$ cat src/core/afc_defines.vh
// Constants of the converter timing, format and flow control block
`ifndef AFC_DEFINES_VH
`define AFC_DEFINES_VH

// Register offsets on the CPU data bus
`define AFC_OFS_PRESCALER   4'h3
`define AFC_OFS_FORMAT      4'h4
`define AFC_OFS_FLOW        4'h5

// Field positions
`define AFC_BIT_ABORT       7
`define AFC_BIT_START       6
`define AFC_BIT_RESTART     5
`define AFC_BIT_ALTERNATE_LIST_LOADED_BIT        4
`define AFC_BIT_JUSTIFY     7

// Reset values
`define AFC_PRS_RST         7'h00
`define AFC_JUSTIFY_RST     1'h0
`define AFC_RES_RST         3'h0
`define AFC_FLOW_RST        1'h0

// Resolution codes
`define AFC_RES_8BIT        3'h0
`define AFC_RES_10BIT       3'h2

// Control source selection
`define AFC_SRC_BUS         2'h1
`define AFC_SRC_INTF        2'h2

// Timing counts in bus cycles and conversion clock cycles
`define AFC_EN_LATENCY      2'h3
`define AFC_RSTM_BUS_CYC    3'h2
`define AFC_RSTM_CONV_CYC   2'h2
`define AFC_B2B_BUS_CYC     3'h5
`define AFC_B2B_CONV_CYC    2'h2
`define AFC_TRGM_BUS_CYC    3'h5
`define AFC_TRGM_CONV_CYC   2'h0

`endif

$ cat src/core/afc_clkdiv.v
// Conversion clock prescaler: bus clock divided by 2*(value+1)
`timescale 1ns/1ps
`default_nettype none
`include "afc_defines.vh"

module afc_clkdiv (
    input  wire       core_clk,
    input  wire       rst,
    input  wire       run,
    input  wire [6:0] clock_divider_value,
    output reg        conv_clk,
    output reg        conv_tick
);

    reg [6:0] cnt_r;

    always @(posedge core_clk or posedge rst) begin
        if (rst) begin
            cnt_r     <= 7'h00;
            conv_clk  <= 1'b0;
            conv_tick <= 1'b0;
        end else if (!run) begin
            cnt_r     <= 7'h00;
            conv_clk  <= 1'b0;
            conv_tick <= 1'b0;
        end else if (cnt_r >= clock_divider_value) begin
            // Half period is value+1 bus cycles
            cnt_r     <= 7'h00;
            conv_clk  <= ~conv_clk;
            conv_tick <= ~conv_clk;
        end else begin
            cnt_r     <= cnt_r + 7'h01;
            conv_tick <= 1'b0;
        end
    end

endmodule
`default_nettype wire

$ cat src/core/afc_ctrl.v
// Converter timing, result format and conversion flow control
// Overview of operation
// - Conversion clock is bus clock over twice (prescaler plus one).
// - Prescaler writable only when converter disabled or special access set.
// - Results unsigned; format bit 7 picks left (0) or right (1).
// - Resolution 000 gives 8 bits, 010 gives 10 bits, rest reserved.
// - Reserved resolution at conversion start sets command error and halts.
// - Justify and resolution writable only when disabled or special access.
// - Flow bits modifiable only three bus cycles after enable.
// - All flow bits clear while disabled or on soft reset.
// - Flow bits set only while enabled; writing zero has no effect.
// - Restart mode: sampling two bus plus two conversion cycles after start.
// - Back to back: next sample five bus plus two conversion cycles.
// - Trigger mode: restart also starts; both bits clear together.
// - Trigger mode: sampling five bus cycles after start bit clears.
// - Abort bit ends sequence at boundary; clears once converter idle.
// - Bus: zero never clears abort; one while set flags overrun.
// - Interface abort request while abort set flags overrun.
// - Restart before end of list or abort forces abort, restart error.
// - Start bit begins sequence when idle; clears at first sample.
// - Bus: writing one while start set raises start overrun error.
// - Interface start request while start set raises start overrun error.
// - Restart reloads first command when idle; clears once loaded.
// - Load-ok marks alternate list; clears on swap; zero in single.
`timescale 1ns/1ps
`default_nettype none
`include "afc_defines.vh"

module afc_ctrl (
    input  wire       core_clk,
    input  wire       rst,
    input  wire [3:0] bus_addr,
    input  wire       bus_wr,
    input  wire       bus_rd,
    input  wire [7:0] bus_wdata,
    output reg  [7:0] bus_rdata,
    input  wire       adc_enable,
    input  wire       soft_reset,
    input  wire       special_access_unlock,
    input  wire [1:0] control_source_config,
    input  wire       trigger_mode,
    input  wire       command_list_buffer_mode,
    input  wire       intf_abort_req,
    input  wire       intf_start_req,
    input  wire       intf_restart_req,
    input  wire       intf_loadok,
    input  wire       first_cmd_loaded,
    input  wire       conv_period_end,
    input  wire       end_of_list,
    input  wire [3:0] error_flag_clear,
    output wire       conversion_clock,
    output wire       conversion_clock_tick,
    output reg        result_justify_select,
    output reg  [2:0] resolution_select,
    output wire       res_is_10bit,
    output wire       load_first_cmd,
    output wire       list_swap,
    output wire       sample_start,
    output wire       sequence_active,
    output wire       converter_idle,
    output reg        sequence_abort_bit,
    output reg        sequence_start_bit,
    output reg        list_restart_bit,
    output reg        alternate_list_loaded_bit,
    output wire       command_error_flag,
    output wire       start_overrun_error_flag,
    output wire       unexpected_restart_error_flag,
    output wire       flow_overrun_flag
);

    localparam [4:0] ST_IDLE = 5'h01;
    localparam [4:0] ST_LOAD = 5'h02;
    localparam [4:0] ST_WAIT = 5'h04;
    localparam [4:0] ST_CONV = 5'h08;
    localparam [4:0] ST_HALT = 5'h10;

    function res_reserved;
        input [2:0] code;
        begin
            res_reserved = (code != `AFC_RES_8BIT) &&
                           (code != `AFC_RES_10BIT);
        end
    endfunction

    reg  [4:0] state_r;
    reg  [4:0] state_nxt;
    reg  [6:0] prs_r;
    reg  [1:0] en_cnt_r;
    reg  [3:0] err_r;
    wire [3:0] err_set;
    reg        sequence_abort_bit_nxt;
    reg        sequence_start_bit_nxt;
    reg        list_restart_bit_nxt;
    reg        alternate_list_loaded_bit_nxt;
    reg        tmr_start;
    reg  [2:0] tmr_bus;
    reg  [1:0] tmr_conv;
    wire       tmr_done;

    wire clr_all  = !adc_enable || soft_reset;
    wire mod_ok   = adc_enable && (en_cnt_r == `AFC_EN_LATENCY);
    wire cfg_ok   = !adc_enable || special_access_unlock;
    wire src_bus  = (control_source_config == `AFC_SRC_BUS);
    wire src_intf = (control_source_config == `AFC_SRC_INTF);
    wire wr_prs   = bus_wr && (bus_addr == `AFC_OFS_PRESCALER);
    wire wr_fmt   = bus_wr && (bus_addr == `AFC_OFS_FORMAT);
    wire wr_flow  = bus_wr && (bus_addr == `AFC_OFS_FLOW) &&
                    src_bus && mod_ok;
    wire intf_ok  = src_intf && mod_ok;

    // Only ones act; a zero in a written bit leaves the flag alone
    wire req_abort   = (wr_flow && bus_wdata[`AFC_BIT_ABORT]) ||
                       (intf_ok && intf_abort_req);
    wire req_start   = (wr_flow && bus_wdata[`AFC_BIT_START]) ||
                       (intf_ok && intf_start_req);
    wire req_restart = (wr_flow && bus_wdata[`AFC_BIT_RESTART]) ||
                       (intf_ok && intf_restart_req);
    // Load-ok needs restart alongside it on either source
    wire req_alternate_list_loaded_bit    = (wr_flow && bus_wdata[`AFC_BIT_ALTERNATE_LIST_LOADED_BIT] &&
                        bus_wdata[`AFC_BIT_RESTART]) ||
                       (intf_ok && intf_restart_req && intf_loadok);

    wire st_idle = state_r[0];
    wire st_load = state_r[1];
    wire st_wait = state_r[2];
    wire st_conv = state_r[3];
    wire st_halt = state_r[4];

    wire loaded    = st_load && first_cmd_loaded;
    wire res_bad   = res_reserved(resolution_select);
    wire start_now = st_wait && tmr_done;
    wire boundary  = st_conv && conv_period_end;

    // A restart mid-sequence, not at end of list, forces an abort
    wire auto_abort = req_restart && (st_wait || st_conv) &&
                      !sequence_abort_bit &&
                      !(st_conv && end_of_list);

    assign load_first_cmd  = st_load;
    assign list_swap       = loaded && alternate_list_loaded_bit;
    assign sample_start    = start_now && !res_bad;
    assign sequence_active = st_load || st_wait || st_conv;
    assign converter_idle  = st_idle;
    assign res_is_10bit    = (resolution_select == `AFC_RES_10BIT);

    afc_clkdiv u_clkdiv (
        .core_clk            (core_clk),
        .rst                 (rst),
        .run                 (!clr_all),
        .clock_divider_value (prs_r),
        .conv_clk            (conversion_clock),
        .conv_tick           (conversion_clock_tick)
    );

    afc_timer u_timer (
        .core_clk    (core_clk),
        .rst         (rst),
        .start       (tmr_start),
        .cancel      (clr_all),
        .bus_cycles  (tmr_bus),
        .conv_cycles (tmr_conv),
        .conv_tick   (conversion_clock_tick),
        .done        (tmr_done),
        .busy        ()
    );

    // Configuration registers
    always @(posedge core_clk or posedge rst) begin
        if (rst) begin
            prs_r                 <= `AFC_PRS_RST;
            result_justify_select <= `AFC_JUSTIFY_RST;
            resolution_select     <= `AFC_RES_RST;
        end else begin
            if (wr_prs && cfg_ok) begin
                prs_r <= bus_wdata[6:0];
            end
            if (wr_fmt && cfg_ok) begin
                result_justify_select <= bus_wdata[`AFC_BIT_JUSTIFY];
                resolution_select     <= bus_wdata[2:0];
            end
        end
    end

    // Enable latency counter
    always @(posedge core_clk or posedge rst) begin
        if (rst) begin
            en_cnt_r <= 2'h0;
        end else if (!adc_enable) begin
            en_cnt_r <= 2'h0;
        end else if (en_cnt_r != `AFC_EN_LATENCY) begin
            en_cnt_r <= en_cnt_r + 2'h1;
        end
    end

    // Flow bits; a set in the same cycle as a clear wins, except against disable or soft reset
    always @* begin
        sequence_abort_bit_nxt = (req_abort || auto_abort) ||
                   (sequence_abort_bit && !st_idle);
        list_restart_bit_nxt = req_restart ||
                   (list_restart_bit && !loaded);
        sequence_start_bit_nxt = req_start || (trigger_mode && req_restart) ||
                   (sequence_start_bit &&
                    !(loaded && trigger_mode) &&
                    !sample_start);
        alternate_list_loaded_bit_nxt = command_list_buffer_mode &&
                   (req_alternate_list_loaded_bit ||
                    (alternate_list_loaded_bit && !list_swap));
        if (clr_all) begin
            sequence_abort_bit_nxt = 1'b0;
            list_restart_bit_nxt = 1'b0;
            sequence_start_bit_nxt = 1'b0;
            alternate_list_loaded_bit_nxt = 1'b0;
        end
    end

    always @(posedge core_clk or posedge rst) begin
        if (rst) begin
            sequence_abort_bit        <= `AFC_FLOW_RST;
            sequence_start_bit        <= `AFC_FLOW_RST;
            list_restart_bit          <= `AFC_FLOW_RST;
            alternate_list_loaded_bit <= `AFC_FLOW_RST;
        end else begin
            sequence_abort_bit        <= sequence_abort_bit_nxt;
            sequence_start_bit        <= sequence_start_bit_nxt;
            list_restart_bit          <= list_restart_bit_nxt;
            alternate_list_loaded_bit <= alternate_list_loaded_bit_nxt;
        end
    end

    // Sticky flags: 0 command, 1 start overrun, 2 restart, 3 overrun
    assign err_set[0] = start_now && res_bad;
    assign err_set[1] = (req_start && sequence_start_bit) ||
                        (!trigger_mode && req_start && req_restart);
    assign err_set[2] = auto_abort;
    assign err_set[3] = (req_abort && sequence_abort_bit) ||
                        (req_restart && list_restart_bit);

    genvar gi;
    generate
        for (gi = 0; gi < 4; gi = gi + 1) begin : g_err
            always @(posedge core_clk or posedge rst) begin
                if (rst) begin
                    err_r[gi] <= 1'b0;
                end else if (err_set[gi]) begin
                    err_r[gi] <= 1'b1;
                end else if (error_flag_clear[gi] || soft_reset) begin
                    err_r[gi] <= 1'b0;
                end
            end
        end
    endgenerate

    assign command_error_flag            = err_r[0];
    assign start_overrun_error_flag      = err_r[1];
    assign unexpected_restart_error_flag = err_r[2];
    assign flow_overrun_flag             = err_r[3];

    // Sequence state machine
    always @* begin
        state_nxt = state_r;
        tmr_start = 1'b0;
        tmr_bus   = 3'h0;
        tmr_conv  = 2'h0;
        case (state_r)
            ST_IDLE: begin
                if (list_restart_bit) begin
                    state_nxt = ST_LOAD;
                end else if (sequence_start_bit) begin
                    tmr_start = 1'b1;
                    tmr_bus   = `AFC_RSTM_BUS_CYC;
                    tmr_conv  = `AFC_RSTM_CONV_CYC;
                    state_nxt = ST_WAIT;
                end
            end
            ST_LOAD: begin
                if (first_cmd_loaded) begin
                    if (trigger_mode) begin
                        tmr_start = 1'b1;
                        tmr_bus   = `AFC_TRGM_BUS_CYC;
                        tmr_conv  = `AFC_TRGM_CONV_CYC;
                        state_nxt = ST_WAIT;
                    end else begin
                        state_nxt = ST_IDLE;
                    end
                end
            end
            ST_WAIT: begin
                if (tmr_done) begin
                    state_nxt = res_bad ? ST_HALT : ST_CONV;
                end
            end
            ST_CONV: begin
                if (conv_period_end) begin
                    if (sequence_abort_bit || end_of_list) begin
                        state_nxt = ST_IDLE;
                    end else begin
                        tmr_start = 1'b1;
                        tmr_bus   = `AFC_B2B_BUS_CYC;
                        tmr_conv  = `AFC_B2B_CONV_CYC;
                        state_nxt = ST_WAIT;
                    end
                end
            end
            ST_HALT: begin
                state_nxt = ST_HALT;
            end
            default: begin
                state_nxt = ST_IDLE;
            end
        endcase
        if (clr_all) begin
            state_nxt = ST_IDLE;
            tmr_start = 1'b0;
        end
    end

    always @(posedge core_clk or posedge rst) begin
        if (rst) begin
            state_r <= ST_IDLE;
        end else begin
            state_r <= state_nxt;
        end
    end

    // Read data; unmapped offsets read zero
    always @(posedge core_clk or posedge rst) begin
        if (rst) begin
            bus_rdata <= 8'h00;
        end else if (bus_rd) begin
            case (bus_addr)
                `AFC_OFS_PRESCALER: begin
                    bus_rdata <= {1'b0, prs_r};
                end
                `AFC_OFS_FORMAT: begin
                    bus_rdata <= {result_justify_select, 4'h0,
                                  resolution_select};
                end
                `AFC_OFS_FLOW: begin
                    bus_rdata <= {sequence_abort_bit, sequence_start_bit,
                                  list_restart_bit,
                                  alternate_list_loaded_bit, 4'h0};
                end
                default: begin
                    bus_rdata <= 8'h00;
                end
            endcase
        end
    end

endmodule
`default_nettype wire

$ cat src/core/afc_timer.v
// Delay timer: bus cycles first, then conversion clock ticks
`timescale 1ns/1ps
`default_nettype none

module afc_timer (
    input  wire       core_clk,
    input  wire       rst,
    input  wire       start,
    input  wire       cancel,
    input  wire [2:0] bus_cycles,
    input  wire [1:0] conv_cycles,
    input  wire       conv_tick,
    output wire       done,
    output reg        busy
);

    reg [2:0] bus_cnt_r;
    reg [1:0] conv_cnt_r;

    assign done = busy && (bus_cnt_r == 3'h0) && (conv_cnt_r == 2'h0);

    always @(posedge core_clk or posedge rst) begin
        if (rst) begin
            busy       <= 1'b0;
            bus_cnt_r  <= 3'h0;
            conv_cnt_r <= 2'h0;
        end else if (cancel) begin
            busy       <= 1'b0;
            bus_cnt_r  <= 3'h0;
            conv_cnt_r <= 2'h0;
        end else if (start) begin
            busy       <= 1'b1;
            bus_cnt_r  <= bus_cycles;
            conv_cnt_r <= conv_cycles;
        end else if (busy) begin
            if (bus_cnt_r != 3'h0) begin
                bus_cnt_r <= bus_cnt_r - 3'h1;
            end else if (conv_cnt_r != 2'h0) begin
                if (conv_tick) begin
                    conv_cnt_r <= conv_cnt_r - 2'h1;
                end
            end else begin
                busy <= 1'b0;
            end
        end
    end

endmodule
`default_nettype wire

$ cat config.mk
export PLATFORM = sky130hd
export DESIGN_NAME = afc_ctrl
export DESIGN_NICKNAME = d
export VERILOG_FILES = /design/src/core/afc_clkdiv.v /design/src/core/afc_ctrl.v /design/src/core/afc_timer.v
export VERILOG_INCLUDE_DIRS = /design/src /design/src/core
export SDC_FILE = /design/constraint.sdc
export NUM_CORES = 1
export LEC_CHECK = 0
export BUFFER_PORTS_ARGS = -buffer_cell sky130_fd_sc_hd__buf_2
export CAP_MARGIN = 25
export CORE_MARGIN = 3
export CORE_UTILIZATION = 50
export CTS_CLUSTER_SIZE = 10
export DETAILED_ROUTE_END_ITERATION = 8
export PLACE_DENSITY = 0.78
export SLEW_MARGIN = 0
export SYNTH_ARGS = -nofsm -noshare
export SYNTH_HDL_FRONTEND = slang
export SYNTH_HIERARCHICAL = 1
export SYNTH_SLANG_ARGS = --single-unit
$ cat constraint.sdc
create_clock -name core_clk -period 4.7 [get_ports core_clk]
set_input_delay 0.235 -clock core_clk [delete_from_list [all_inputs] [get_ports core_clk]]
set_output_delay 0.235 -clock core_clk [all_outputs]
set_load 0.05 [all_outputs]
* After elaboration in Yosys (flattened, before gate mapping)
Cells that the tools add are included.
** Cells by class
- Divide/modulo/power cells :: 0
- Reduce and logical (&&, ||, !) cells :: 92
- Magnitude comparators :: 1
- Multiply operators :: 0
- Shifts and indexed selects :: 0
- Equality and inequality tests :: 20
- Bitwise operators :: 1
- Multiplexer cells :: 66
- Add/sub/neg operators :: 4
** Operators by type and width (number)
- logical AND 1 bit :: 43
- 2-to-1 mux 5 bit :: 7
- 2-to-1 mux 3 bit :: 10
- 2-to-1 mux 1 bit :: 28
- 2-to-1 mux 2 bit :: 14
- case mux 5 bit (5 select lines) :: 1
- case mux 8 bit (3 select lines) :: 1
- logical OR 1 bit :: 22
- nonzero test 3 bit :: 6
- 2-to-1 mux 7 bit :: 2
- inequality test 3 bit, second input constant :: 4
- nonzero test 2 bit :: 6
- zero test 1 bit :: 10
- case mux 3 bit (3 select lines) :: 1
- == test 4 x 3 -> 1 bit, second input constant :: 2
- AND reduction 4 bit :: 2
- adder 7 x 1 -> 7 bit, second input constant :: 1
- >= comparator 7 bit :: 1
- == test 5 x 1 -> 1 bit, second input constant :: 1
- == test 5 x 2 -> 1 bit, second input constant :: 1
- == test 5 x 3 -> 1 bit, second input constant :: 1
- == test 5 x 4 -> 1 bit, second input constant :: 1
- == test 5 bit, second input constant :: 1
- == test 2 bit, second input constant :: 2
- other kinds (16) :: 16
** Storage, ports and cells
- Memories kept :: 0
- RAM bits :: 0
- Bits in registers :: 49
- Bits in read-only memories :: 0
- Logic and storage cells :: 204
- Output and inout port bits :: 28
- Latch bits :: 0

* Logic depth before layout (Yosys ltp)
Gate-level depths: netlist of run 1.
- Depth after elaboration :: 12
- Gate-level depth with buffers :: 8

* Cells and area by module
Netlist of run 1, hierarchy kept.
** Modules (own cells, without submodules)
- afc_ctrl :: times used 1, area each 1966.9 µm², cells an instance 193
- afc_clkdiv :: times used 1, area each 559.3 µm², cells an instance 57
- afc_timer :: times used 1, area each 396.6 µm², cells an instance 43

* Worst setup path before layout of run 1
No wires, ideal clock.
- Path type :: register -> register
- Start :: reg u_timer.bus_cnt_r[0]
- End :: reg state_r[3]
- Slack :: 2.221 ns
- Stages on the path, launching flop included :: 9
- Arrival time :: 2.403 ns
- Buffers on the path :: 0
- Clock period less this slack :: 2.479 ns
- Required time :: 4.624 ns
- Cell sequence :: dfrtp_1 -> inv_1 -> ha_1 -> nand3b_1 -> nor2_1 -> nand2_1 -> nor3_1 -> a32oi_1 -> nor2_1
** Between the ends
- Cells in the longest elaborated chain, start to end :: 5
** RTL lines
- from (decl) :: RTL line afc_timer.v:17 : reg [2:0] bus_cnt_r;
- from (signal assigned) :: RTL line afc_timer.v:33 : bus_cnt_r <= bus_cycles;
- from (signal assigned) :: RTL line afc_timer.v:37 : bus_cnt_r <= bus_cnt_r - 3'h1;
- zero test 3 bit :: RTL line afc_timer.v:20 : assign done = busy && (bus_cnt_r == 3'h0) && (conv_cnt_r == 2'h0);
- logical AND 1 bit (2 in a row) :: RTL line afc_timer.v:20
- net tmr_done :: RTL line afc_ctrl.v:98 : wire tmr_done;
- inequality test 3 bit (no line)
- AND reduction 4 bit (no line)
- to (signal assigned) :: RTL line afc_ctrl.v:321 : state_r <= state_nxt;
- to (decl) :: RTL line afc_ctrl.v:85 : reg [4:0] state_r;
The timed path passes the listed nets, and every way through them passes these cells.
A chain may end at the register's enable or synchronous reset.

* Worst setup path after layout of run 1
- Start :: reg state_r[1]
- End :: reg u_timer.bus_cnt_r[2]
** Between the ends
- Cells in the longest elaborated chain, start to end :: 5
- Elaborated cells on any way between the ends :: 11
- Those cells by class :: eq/ne: 3; mux: 5; reduce/logical: 3
** RTL lines
- == test 5 x 4 -> 1 bit (tied with other cells) :: RTL line afc_ctrl.v:264 : case (state_r)
- case mux 1 bit (3 select lines) (*) :: RTL line afc_ctrl.v:264
- 2-to-1 mux 1 bit (*) :: RTL line afc_ctrl.v:311 : if (clr_all) begin
- net tmr_start :: RTL line afc_ctrl.v:95 : reg tmr_start;
- nonzero test 3 bit (no line) or 2-to-1 mux 3 bit (tied branches)
- AND reduction 2 bit (no line) or 2-to-1 mux 3 bit (tied branches)
Mark *: on every way through the listed nets, which the timed path passes. The rest lies on a longest branch.

==> flow_metrics.py, run 1 <==
metrics = {
    "synthesis": {
        "synth.distinct_cells": 64,
        "synth_area_per_cell_um2": 9.975,
        "ys_warn_count": 6,
        "synth_cells": 293,
        "syn-num-nets": 339,
        "synth-seq-area-share_pct": 41.99,
        "synth_seq_cells": 49,
        "yosysTopAreaCellShare_pct": 41.10,
        "synth_edf_count": 0,
        "synth_ff_type": "dfrtp_1",
        "netlist_area_mm2": 0.002923,
        "yosysTopAreaCell": "dfrtp_1",
        "synthTopCellsByArea": "dfrtp_1, mux2_4, ha_1",
        "synth_common_cells": "dfrtp_1, inv_1, nor2_1",
        "synth_most_common_cell": "dfrtp_1",
        "synthArstFlopShare_pct": 100.0,
    },
    "job": {
        "max_cap_viol_count": 0,
    },
    "timing": {
        "drv_slew": 0,
        "setup_viol": 0,
        "finalCritPeriodShare_pct": 52.52,
        "relSlewSlack_pct": 55.12,
        "fmax_ghz": 0.4051,
        "worst_pin_slew_ns": 0.6732,
        "tns_ns": 0,
        "final-hold-violation-count": 0,
        "min_period_ns": 2.469,
        "fin_skew_ns": 0.01163,
        "hold_ws_ns": 0.1582,
        "rsz0062_at_grt": "no",
    },
    "placed_design": {
        "port_buffers": 61,
        "finalWeightedCongestion": 0.9582,
        "dpl.hpwl_mm": 5.056,
    },
    "worst_setup_path": {
        "critPathTopFamily": "compound AO/OA/AOI/OAI gates",
        "slowest_delay_ns": 0.54,
        "endpoint_kind": "flop",
        "worst_path_max_delay_cell": "dfrtp_1",
        "path_max_fanout": 16,
        "cp_num_buf_inv": 1,
        "cp-endpoint": "u_timer/bus_cnt_r[2]$_DFFE_PP0P_",
        "worstPathArrival_ns": 2.64,
        "crit_required_ns": 4.87,
        "cp-start-kind": "flop",
        "path_depth": 6,
        "timing.rr.start": "state_r[1]$_DFFE_PP0P_",
        "worstReg2RegEnd": "u_timer/bus_cnt_r[2]$_DFFE_PP0P_",
        "r2r_cells": 6,
        "worstSetupStartpoint": "state_r[1]$_DFFE_PP0P_",
        "rrSetupSlack_ns": 2.23,
        "worstPathCellList": "nor4_1, nand4_1, a21oi_1, inv_2, and4_1, a2111oi_0",
        "worst-setup-path-type": "flop to flop",
    },
    "route": {
        "routed_wl_mm": 6.559,
        "post-route-drc-count": 0,
        "drt_iter0_drc": 184,
        "detail-route-antenna-nets": 0,
        "vias": 2368,
        "drt-wirelength-per-cell_um": 15.40,
        "drt-pass1-iter-count": 4,
        "drt-vias-per-instance": 5.559,
    },
    "pwr": {
        "powerDensity_mw_per_mm2": 283.4,
        "total_power_mw": 0.9547,
        "worst_ir_drop_vdd_v": 0.0001459,
        "leakagePower_nw": 1.682,
    },
    "grt": {
        "grt_pass1_vias": 2190,
        "overflow": 0,
        "grt_pass1_wl_mm": 10.47,
        "antenna_found_initial": 0,
        "grt_start_max_net_pins": 35,
        "grt.total_usage_pct": 20.26,
    },
    "clocking": {
        "clkLatencyLatePin_ns": 0.32,
        "cts_root_buf": "clkbuf_8",
        "cts_buffers": 5,
        "clockBufferDepth": 2,
        "cts_tree": "built",
        "cts-resized-gates": 0,
        "htree_num_levels": 2,
        "cts.sinks": 49,
        "clkTransAtPathRegs_ns": 0.09,
    },
    "floorplanning": {
        "die_area_mm2": 0.006799,
        "start_util_pct": 52.44,
        "die_w_um": 82.46,
        "rows": 27,
        "pin_count": 62,
        "fp.coreArea_mm2": 0.005574,
        "dieHeight_um": 82.46,
    },
    "finish": {
        "n_antenna_cell": 0,
        "drive_above_1_share_pct": 28.25,
        "n_fill_cell": 477,
        "nets": 399,
        "area_growth_pct": 15.24,
    },
    "status": {
        "status": "complete, no violations",
    },
    "hold_path": {
        "hold_path.class": "input port to flop",
    },
}
## worst min-delay path by stage
stage / start / cells after the start / slack [ns] / endpoint
floorplan: rst / 1 / 0.03 / u_timer/bus_cnt_r[0]$_DFFE_PP0P_
global placement: rst / 2 / 0.19 / u_timer/busy$_DFF_PP0_
detailed placement: rst / 2 / 0.19 / u_timer/bus_cnt_r[1]$_DFFE_PP0P_
CTS: bus_wdata[3] / 2 / 0.15 / prs_r[3]$_DFFE_PP0P_
global route: error_flag_clear[2] / 4 / 0.15 / unexpected_restart_error_flag$_DFFE_PP0P_
finish: bus_wdata[3] / 2 / 0.16 / prs_r[3]$_DFFE_PP0P_
## area by class of cell
class	instances	area (µm²)	area share, %
repair buffers	63	322.8	9.584
clock inverters	3	28.78	0.8544
well taps	72	90.09	2.675
multi-input cells	199	1499	44.50
flip-flops and latches	49	1227	36.44
clock buffers	5	68.82	2.043
inverters	35	131.4	3.900
## cell families after synthesis
group / Yosys count / share of synthesized area (%)
buffers and inverters: 45 / 6.720
DFF: 49 / 41.99
other: 1 / 0.1283
muxes: 15 / 7.063
AOI/OAI and AO/OA: 64 / 16.31
and+or+nand+nor: 100 / 20.55
xor gates and xnor gates: 7 / 2.098
adders and majority gates: 12 / 5.137
## repair_timing
item	4_1_cts	5_1_grt
setup buffers	0	0
hold buffers	1	0
hold endpoints to repair	15	0
## power by group
| part | switching, mW | internal (mW) |
|---|---|---|
| clock | 0.154 | 0.111 |
| combinational | 0.120 | 0.0847 |
| sequential | 0.0326 | 0.452 |
## per-stage QoR
step,setup WS (ns),cell area (µm²),std cells,utilization [%]
after global placement,2.433,3261,417,58.50
after CTS,2.247,3368,426,60.43
after detailed placement,2.209,3261,417,58.50
after global routing,1.893,3368,426,60.43
final,2.231,3368,426,60.43
after floorplan,2.221,2923,293,-
## registers in the layout, indices dropped and copies added (netlist names), 2 cells and up
| register | count |
|---|---|
| state_r | 5 |
| u_timer/conv_cnt_r | 2 |
| u_clkdiv/cnt_r | 7 |
| prs_r | 7 |
| bus_rdata | 8 |
| u_timer/bus_cnt_r | 3 |
| en_cnt_r | 2 |
| resolution_select | 3 |
## layer usage
metal	wire, µm	up-vias	global-route usage (%)
met1	2882	1115	26.56
met4	61	0	6.977
met3	410	7	4.230
met5	0	-	0
li1	-	1170	-
met2	3204	76	33.17
## placed cells by master (no fill, tap or decap), types with 4 or more instances in the layout
cell,synthesis,routed
a21oi_1,8,8
a22oi_1,7,7
a311oi_1,4,4
a31oi_1,7,7
and3_1,4,4
buf_2,7,61
clkbuf_8,0,5
dfrtp_1,48,48
ha_1,12,12
inv_1,34,34
mux2_4,11,11
nand2_1,17,17
nand2b_1,7,7
nand3_1,8,8
nor2_1,24,24
o21ai_0,6,6
o22ai_1,8,8
xor2_1,5,5
Note: power is estimated with default switching activity, not from simulation.
==> inputs of run 2 (changes only) <==
--- a/config.mk
+++ b/config.mk
@@ -9,10 +9,10 @@
 export BUFFER_PORTS_ARGS = -buffer_cell sky130_fd_sc_hd__buf_2
 export CAP_MARGIN = 25
 export CORE_MARGIN = 3
-export CORE_UTILIZATION = 50
+export CORE_UTILIZATION = 49
 export CTS_CLUSTER_SIZE = 10
 export DETAILED_ROUTE_END_ITERATION = 8
-export PLACE_DENSITY = 0.78
+export PLACE_DENSITY = 0.8
 export SLEW_MARGIN = 0
 export SYNTH_ARGS = -nofsm -noshare
 export SYNTH_HDL_FRONTEND = slang
==> constraint.sdc (replaced) <==
create_clock -name core_clk -period 2.2 [get_ports core_clk]
set_input_delay 0.11 -clock core_clk [delete_from_list [all_inputs] [get_ports core_clk]]
set_output_delay 0.11 -clock core_clk [all_outputs]
set_load 0.05 [all_outputs]
==> run 2 against run 1 <==
Net effect:
- flip-flop and latch count unchanged
- setup slack got worse by 2.1 ns
- count of clock-buffer cells in the layout increased by 2
- via count increased by 3.8%
- routed wire length increased by 3.9%
- global-route usage increased by 0.19 points
- largest power group unchanged
- critical endpoint is now sample_start
- register-to-register slack got worse by 2.0 ns
- die area increased by 1.9%
==> flow_metrics.py, run 2 (synthesis gave the netlist of run 1 again) <==
metrics = {
    "worst_setup_path": {
        "path_max_fanout": 4,
        "cp-endpoint": "sample_start",
        "endpoint_kind": "output pin",
        "r2r_cells": 6,
        "worstSetupStartpoint": "u_timer/bus_cnt_r[0]$_DFFE_PP0P_",
        "crit_required_ns": 2.09,
        "critPathTopFamily": "simple AND/OR/NAND/NOR gates",
        "worstPathCellList": "inv_1, ha_1, nand3b_1, nor2_1, nand2_1, nor3_2, buf_4",
        "worstReg2RegEnd": "u_timer/bus_cnt_r[2]$_DFFE_PP0P_",
        "worstPathArrival_ns": 1.92,
        "rrSetupSlack_ns": 0.20,
        "slowest_delay_ns": 0.37,
        "worst-setup-path-type": "flop to output pin",
        "timing.rr.start": "state_r[1]$_DFFE_PP0P_",
        "worst_path_max_delay_cell": "dfrtp_1",
        "cp_num_buf_inv": 2,
        "path_depth": 7,
        "cp-start-kind": "flop",
    },
    "clocking": {
        "cts.sinks": 49,
        "clkLatencyLatePin_ns": 0.30,
        "htree_num_levels": 2,
        "cts_buffers": 5,
        "clockBufferDepth": 2,
        "cts_tree": "built",
        "clkTransAtPathRegs_ns": 0.09,
        "cts_root_buf": "clkbuf_8",
    },
    "pwr": {
        "worst_ir_drop_vdd_v": 0.0003458,
        "powerDensity_mw_per_mm2": 591.5,
        "leakagePower_nw": 1.700,
        "total_power_mw": 2.014,
    },
    "floorplanning": {
        "die_area_mm2": 0.006927,
        "start_util_pct": 51.81,
        "rows": 27,
        "pin_count": 62,
        "dieHeight_um": 83.23,
        "die_w_um": 83.23,
        "fp.coreArea_mm2": 0.005642,
    },
    "timing": {
        "fmax_ghz": 0.4925,
        "setup_viol": 0,
        "min_period_ns": 2.030,
        "tns_ns": 0,
        "fin_skew_ns": 0.01059,
        "drv_slew": 0,
        "finalCritPeriodShare_pct": 92.29,
        "worst_slack_ns": 0.1697,
        "final-hold-violation-count": 0,
        "rsz0062_at_grt": "no",
    },
    "grt": {
        "antenna_found_initial": 0,
        "overflow": 0,
        "grt_pass1_vias": 2476,
        "grt.total_usage_pct": 20.45,
        "grt_pass1_wl_mm": 11.65,
        "grt_start_max_net_pins": 35,
    },
    "finish": {
        "n_antenna_cell": 0,
        "largestRegisters": "bus_rdata x8, prs_r x7, u_clkdiv/cnt_r x7",
        "nets": 403,
        "finish.instance_area_mm2": 0.003405,
        "n_fill_cell": 474,
        "multi_input_area_mm2": 0.001514,
        "final_cell_mix": "buf_2, dfrtp_1, inv_1",
        "final_common_cell": "buf_2",
        "largest_reg_flops": 8,
        "area_growth_pct": 16.48,
        "drive_above_1_share_pct": 29.41,
        "regArea_mm2": 0.001227,
        "largest-register": "bus_rdata",
    },
    "route": {
        "drt-vias-per-instance": 5.730,
        "vias": 2458,
        "drt-wirelength-per-cell_um": 15.88,
        "routed_wl_mm": 6.813,
        "drt_iter0_drc": 153,
        "detail-route-antenna-nets": 0,
        "post-route-drc-count": 0,
        "drt-pass1-iter-count": 4,
    },
    "hold_path": {
        "hold_path.class": "input port to flop",
    },
    "placed_design": {
        "placed_cell_area_mm2": 0.003299,
        "dp_slack_ns": 0.1453,
        "finalWeightedCongestion": 0.9053,
        "port_buffers": 61,
        "dpl.hpwl_mm": 5.140,
    },
    "job": {
        "max_cap_viol_count": 0,
    },
    "status": {
        "status": "complete, no violations",
    },
}
-- run 2: cell count changes in the layout (fill, tap and decap cells not counted), sizes merged --
cell	change
buf	+4
inv	-2
clkbuf	+2
clkinv	-1
-- run 2: what timing repair did --
item / CTS / global route
endpoints found under the hold margin: 48 / 0
buffers inserted: 0 / 0
setup endpoints to repair: 0 / 2
resized for setup: 0 / 3
hold buffers: 1 / 0
-- run 2: routing by layer --
layer,GRT usage (%),share of wire [%],up-vias
met5,0,0,-
met1,26.91,45,1189
met2,33.24,47,94
met4,7.132,1.3,0
met3,4.464,5.9,6
li1,-,-,1169
-- run 2: per-stage QoR --
step	hold WS (ns)	util, %	std cells
final	0.04627	60.35	429
after global routing	0.04220	60.35	429
after CTS	0.03598	60.19	429
after detailed placement	0.06846	58.48	421
after global placement	0.06821	58.48	421
after floorplan	-0.09904	-	293
-- run 2: worst min-delay path by stage --
stage	from	to	slack, ns	depth (start not counted)
after floorplan	rst	u_timer/bus_cnt_r[0]$_DFFE_PP0P_	-0.1	1
after global placement	rst	u_timer/busy$_DFF_PP0_	0.07	2
after detailed placement	rst	u_timer/bus_cnt_r[1]$_DFFE_PP0P_	0.07	2
after CTS	bus_wdata[3]	prs_r[3]$_DFFE_PP0P_	0.04	2
after global routing	bus_wdata[1]	resolution_select[1]$_DFFE_PP0P_	0.04	2
final	error_flag_clear[2]	unexpected_restart_error_flag$_DFFE_PP0P_	0.05	4
-- run 2: cell type report --
| type | count | area share, % |
|---|---|---|
| Inverter | 35 | 3.859 |
| Tap cell | 72 | 2.646 |
| Sequential cell | 49 | 36.05 |
| Timing Repair Buffer | 67 | 10.44 |
| Multi-Input combinational cell | 199 | 44.47 |
| Clock buffer | 7 | 2.536 |
-- run 2: worst register-to-register path, cell delays in order, from the launching register on --
cell	delay (ns)
dfrtp_1	0.51
nor4_2	0.35
nand4_1	0.24
a21oi_2	0.24
buf_4	0.16
a311oi_1	0.04
a2111oi_0	0.36
-- run 2: report_power, final --
group	total [mW]	internal, mW	switching, mW
logic	0.440	0.183	0.257
clock network	0.536	0.250	0.286
registers	1.04	0.965	0.0735
==> inputs of run 3 (changes only) <==
--- a/config.mk
+++ b/config.mk
@@ -12,7 +12,7 @@
 export CORE_UTILIZATION = 49
 export CTS_CLUSTER_SIZE = 10
 export DETAILED_ROUTE_END_ITERATION = 8
-export PLACE_DENSITY = 0.8
+export PLACE_DENSITY = 0.85
 export SLEW_MARGIN = 0
 export SYNTH_ARGS = -nofsm -noshare
 export SYNTH_HDL_FRONTEND = slang
==> run 3 against run 2 <==
Net effect:
- critical path type is now flop to flop
- setup slack lost 0.11 ns
- fmax is 5.2% lower
- sequential power about the same
==> flow_metrics.py, run 3 (synthesis gave the netlist of run 1 again) <==
metrics = {
    "worst_setup_path": {
        "worst-setup-path-type": "flop to flop",
        "cp_num_buf_inv": 1,
        "crit_required_ns": 2.38,
        "worstPathArrival_ns": 2.32,
        "path_max_fanout": 10,
        "worstPathCellList": "nor4_2, o21ai_1, a21oi_2, inv_2, and4_1, a2111oi_0",
        "worst_path_max_delay_cell": "dfrtp_1",
        "critPathTopFamily": "compound AO/OA/AOI/OAI gates",
        "cp-start-kind": "flop",
        "endpoint_kind": "flop",
        "slowest_delay_ns": 0.51,
    },
    "job": {
        "max_cap_viol_count": 0,
    },
    "floorplanning": {
        "pin_count": 62,
        "die_w_um": 83.23,
        "start_util_pct": 51.81,
        "die_area_mm2": 0.006927,
        "rows": 27,
        "fp.coreArea_mm2": 0.005642,
        "dieHeight_um": 83.23,
    },
    "route": {
        "vias": 2518,
        "drt-wirelength-per-cell_um": 16.83,
        "drt-pass1-iter-count": 5,
        "detail-route-antenna-nets": 0,
        "routed_wl_mm": 7.322,
        "drt_iter0_drc": 197,
        "drt-vias-per-instance": 5.789,
        "post-route-drc-count": 0,
    },
    "clocking": {
        "cts_root_buf": "clkbuf_8",
        "clockBufferDepth": 2,
        "cts_buffers": 5,
        "htree_num_levels": 2,
        "cts.sinks": 49,
        "cts_tree": "built",
        "clkLatencyLatePin_ns": 0.31,
        "clkTransAtPathRegs_ns": 0.10,
    },
    "pwr": {
        "powerDensity_mw_per_mm2": 592.4,
        "leakagePower_nw": 1.730,
        "total_power_mw": 2.053,
        "worst_ir_drop_vdd_v": 0.0004050,
    },
    "timing": {
        "hold_ws_ns": 0.02888,
        "setup_viol": 0,
        "fmax_ghz": 0.4669,
        "fin_skew_ns": 0.01045,
        "min_period_ns": 2.142,
        "drv_slew": 0,
        "final-hold-violation-count": 0,
        "rsz0062_at_grt": "yes",
        "tns_ns": 0,
        "finalCritPeriodShare_pct": 97.36,
    },
    "grt": {
        "overflow": 0,
        "grt.total_usage_pct": 21.61,
        "grt_start_max_net_pins": 35,
        "grt_pass1_wl_mm": 12.38,
        "antenna_found_initial": 0,
        "grt_pass1_vias": 2617,
    },
    "finish": {
        "final_common_cell": "buf_2",
        "final_cell_mix": "buf_2, dfrtp_1, inv_1",
        "largest_reg_flops": 8,
        "post-route-util_pct": 61.43,
        "n_fill_cell": 447,
        "nets": 408,
        "area_growth_pct": 18.58,
        "finish.instance_area_mm2": 0.003466,
        "regArea_mm2": 0.001229,
        "drive_above_1_share_pct": 31.40,
        "multi_input_area_mm2": 0.001526,
        "n_antenna_cell": 0,
        "largestRegisters": "bus_rdata x8, prs_r x7, u_clkdiv/cnt_r x7",
        "largest-register": "bus_rdata",
    },
    "hold_path": {
        "hold_path.class": "input port to flop",
    },
    "placed_design": {
        "port_buffers": 61,
        "finalWeightedCongestion": 0.8947,
        "dpl.hpwl_mm": 5.434,
        "placed_cell_area_mm2": 0.003314,
    },
    "status": {
        "status": "complete, no violations",
    },
}
==> run 3: metrics by stage <==
| step | instances | setup WS, ns |
|---|---|---|
| after global routing | 435 | -0.02826 |
| after floorplan | 293 | 0.07611 |
| after global placement | 423 | 0.2089 |
| after CTS | 432 | 0.02254 |
| after detailed placement | 423 | 0.01901 |
| final | 435 | 0.05814 |
==> run 3: per-layer routing <==
layer | vias up | share of wire [%] | track usage (%) | routed length, µm
met2 | 113 | 49 | 35.20 | 3571
li1 | 1186 | - | - | -
met5 | - | 0 | 0 | 0
met1 | 1201 | 42 | 28.10 | 3091
met4 | 0 | 2.1 | 8.024 | 157
met3 | 18 | 6.8 | 4.762 | 501
==> run 3: power by group <==
group | leakage (nW) | switching (mW) | internal [mW] | total (mW)
combinational | 1.02 | 0.262 | 0.183 | 0.445
sequential | 0.659 | 0.0734 | 0.965 | 1.04
clock | 0.0512 | 0.315 | 0.255 | 0.570
==> run 3: area by class of cell <==
class / instances / area share [%]
clock buffers: 6 / 2.383
clock inverters: 2 / 0.3971
inverters: 35 / 3.791
multi-input cells: 199 / 44.04
flip-flops and latches: 49 / 35.45
well taps: 72 / 2.599
repair buffers: 72 / 11.34
==> run 3: worst paths after layout <==
| path | start | end | slack [ns] | depth (start not counted) |
|---|---|---|---|---|
| setup / recovery | state_r[1]$_DFFE_PP0P_ | u_timer/bus_cnt_r[2]$_DFFE_PP0P_ | 0.06 | 6 |
| hold / removal | error_flag_clear[0] | command_error_flag$_DFFE_PP0P_ | 0.03 | 4 |
| setup reg to reg | state_r[1]$_DFFE_PP0P_ | u_timer/bus_cnt_r[2]$_DFFE_PP0P_ | 0.06 | 6 |
| hold reg to reg | command_error_flag$_DFFE_PP0P_ | command_error_flag$_DFFE_PP0P_ | 0.48 | 2 |
| max in group asynchronous | rst | state_r[0]$_DFFE_PP1P_ | 1.42 | 4 |
| min in group asynchronous | rst | u_timer/bus_cnt_r[2]$_DFFE_PP0P_ | 0.26 | 3 |
==> run 3: timing repair <==
item	4_1_cts	5_1_grt
buffers inserted	0	3
endpoints found under the hold margin	48	0
resized for setup	0	6
endpoints found under the setup margin	0	2
hold buffers	1	0
==> run 3: worst register-to-register path, delay by kind of cell (launching register included) <==
| kind | cells | cell delay, ns |
|---|---|---|
| buf+inv | 1 | 0.11 |
| flops | 1 | 0.51 |
| compound gates | 3 | 0.81 |
| simple gates | 2 | 0.59 |
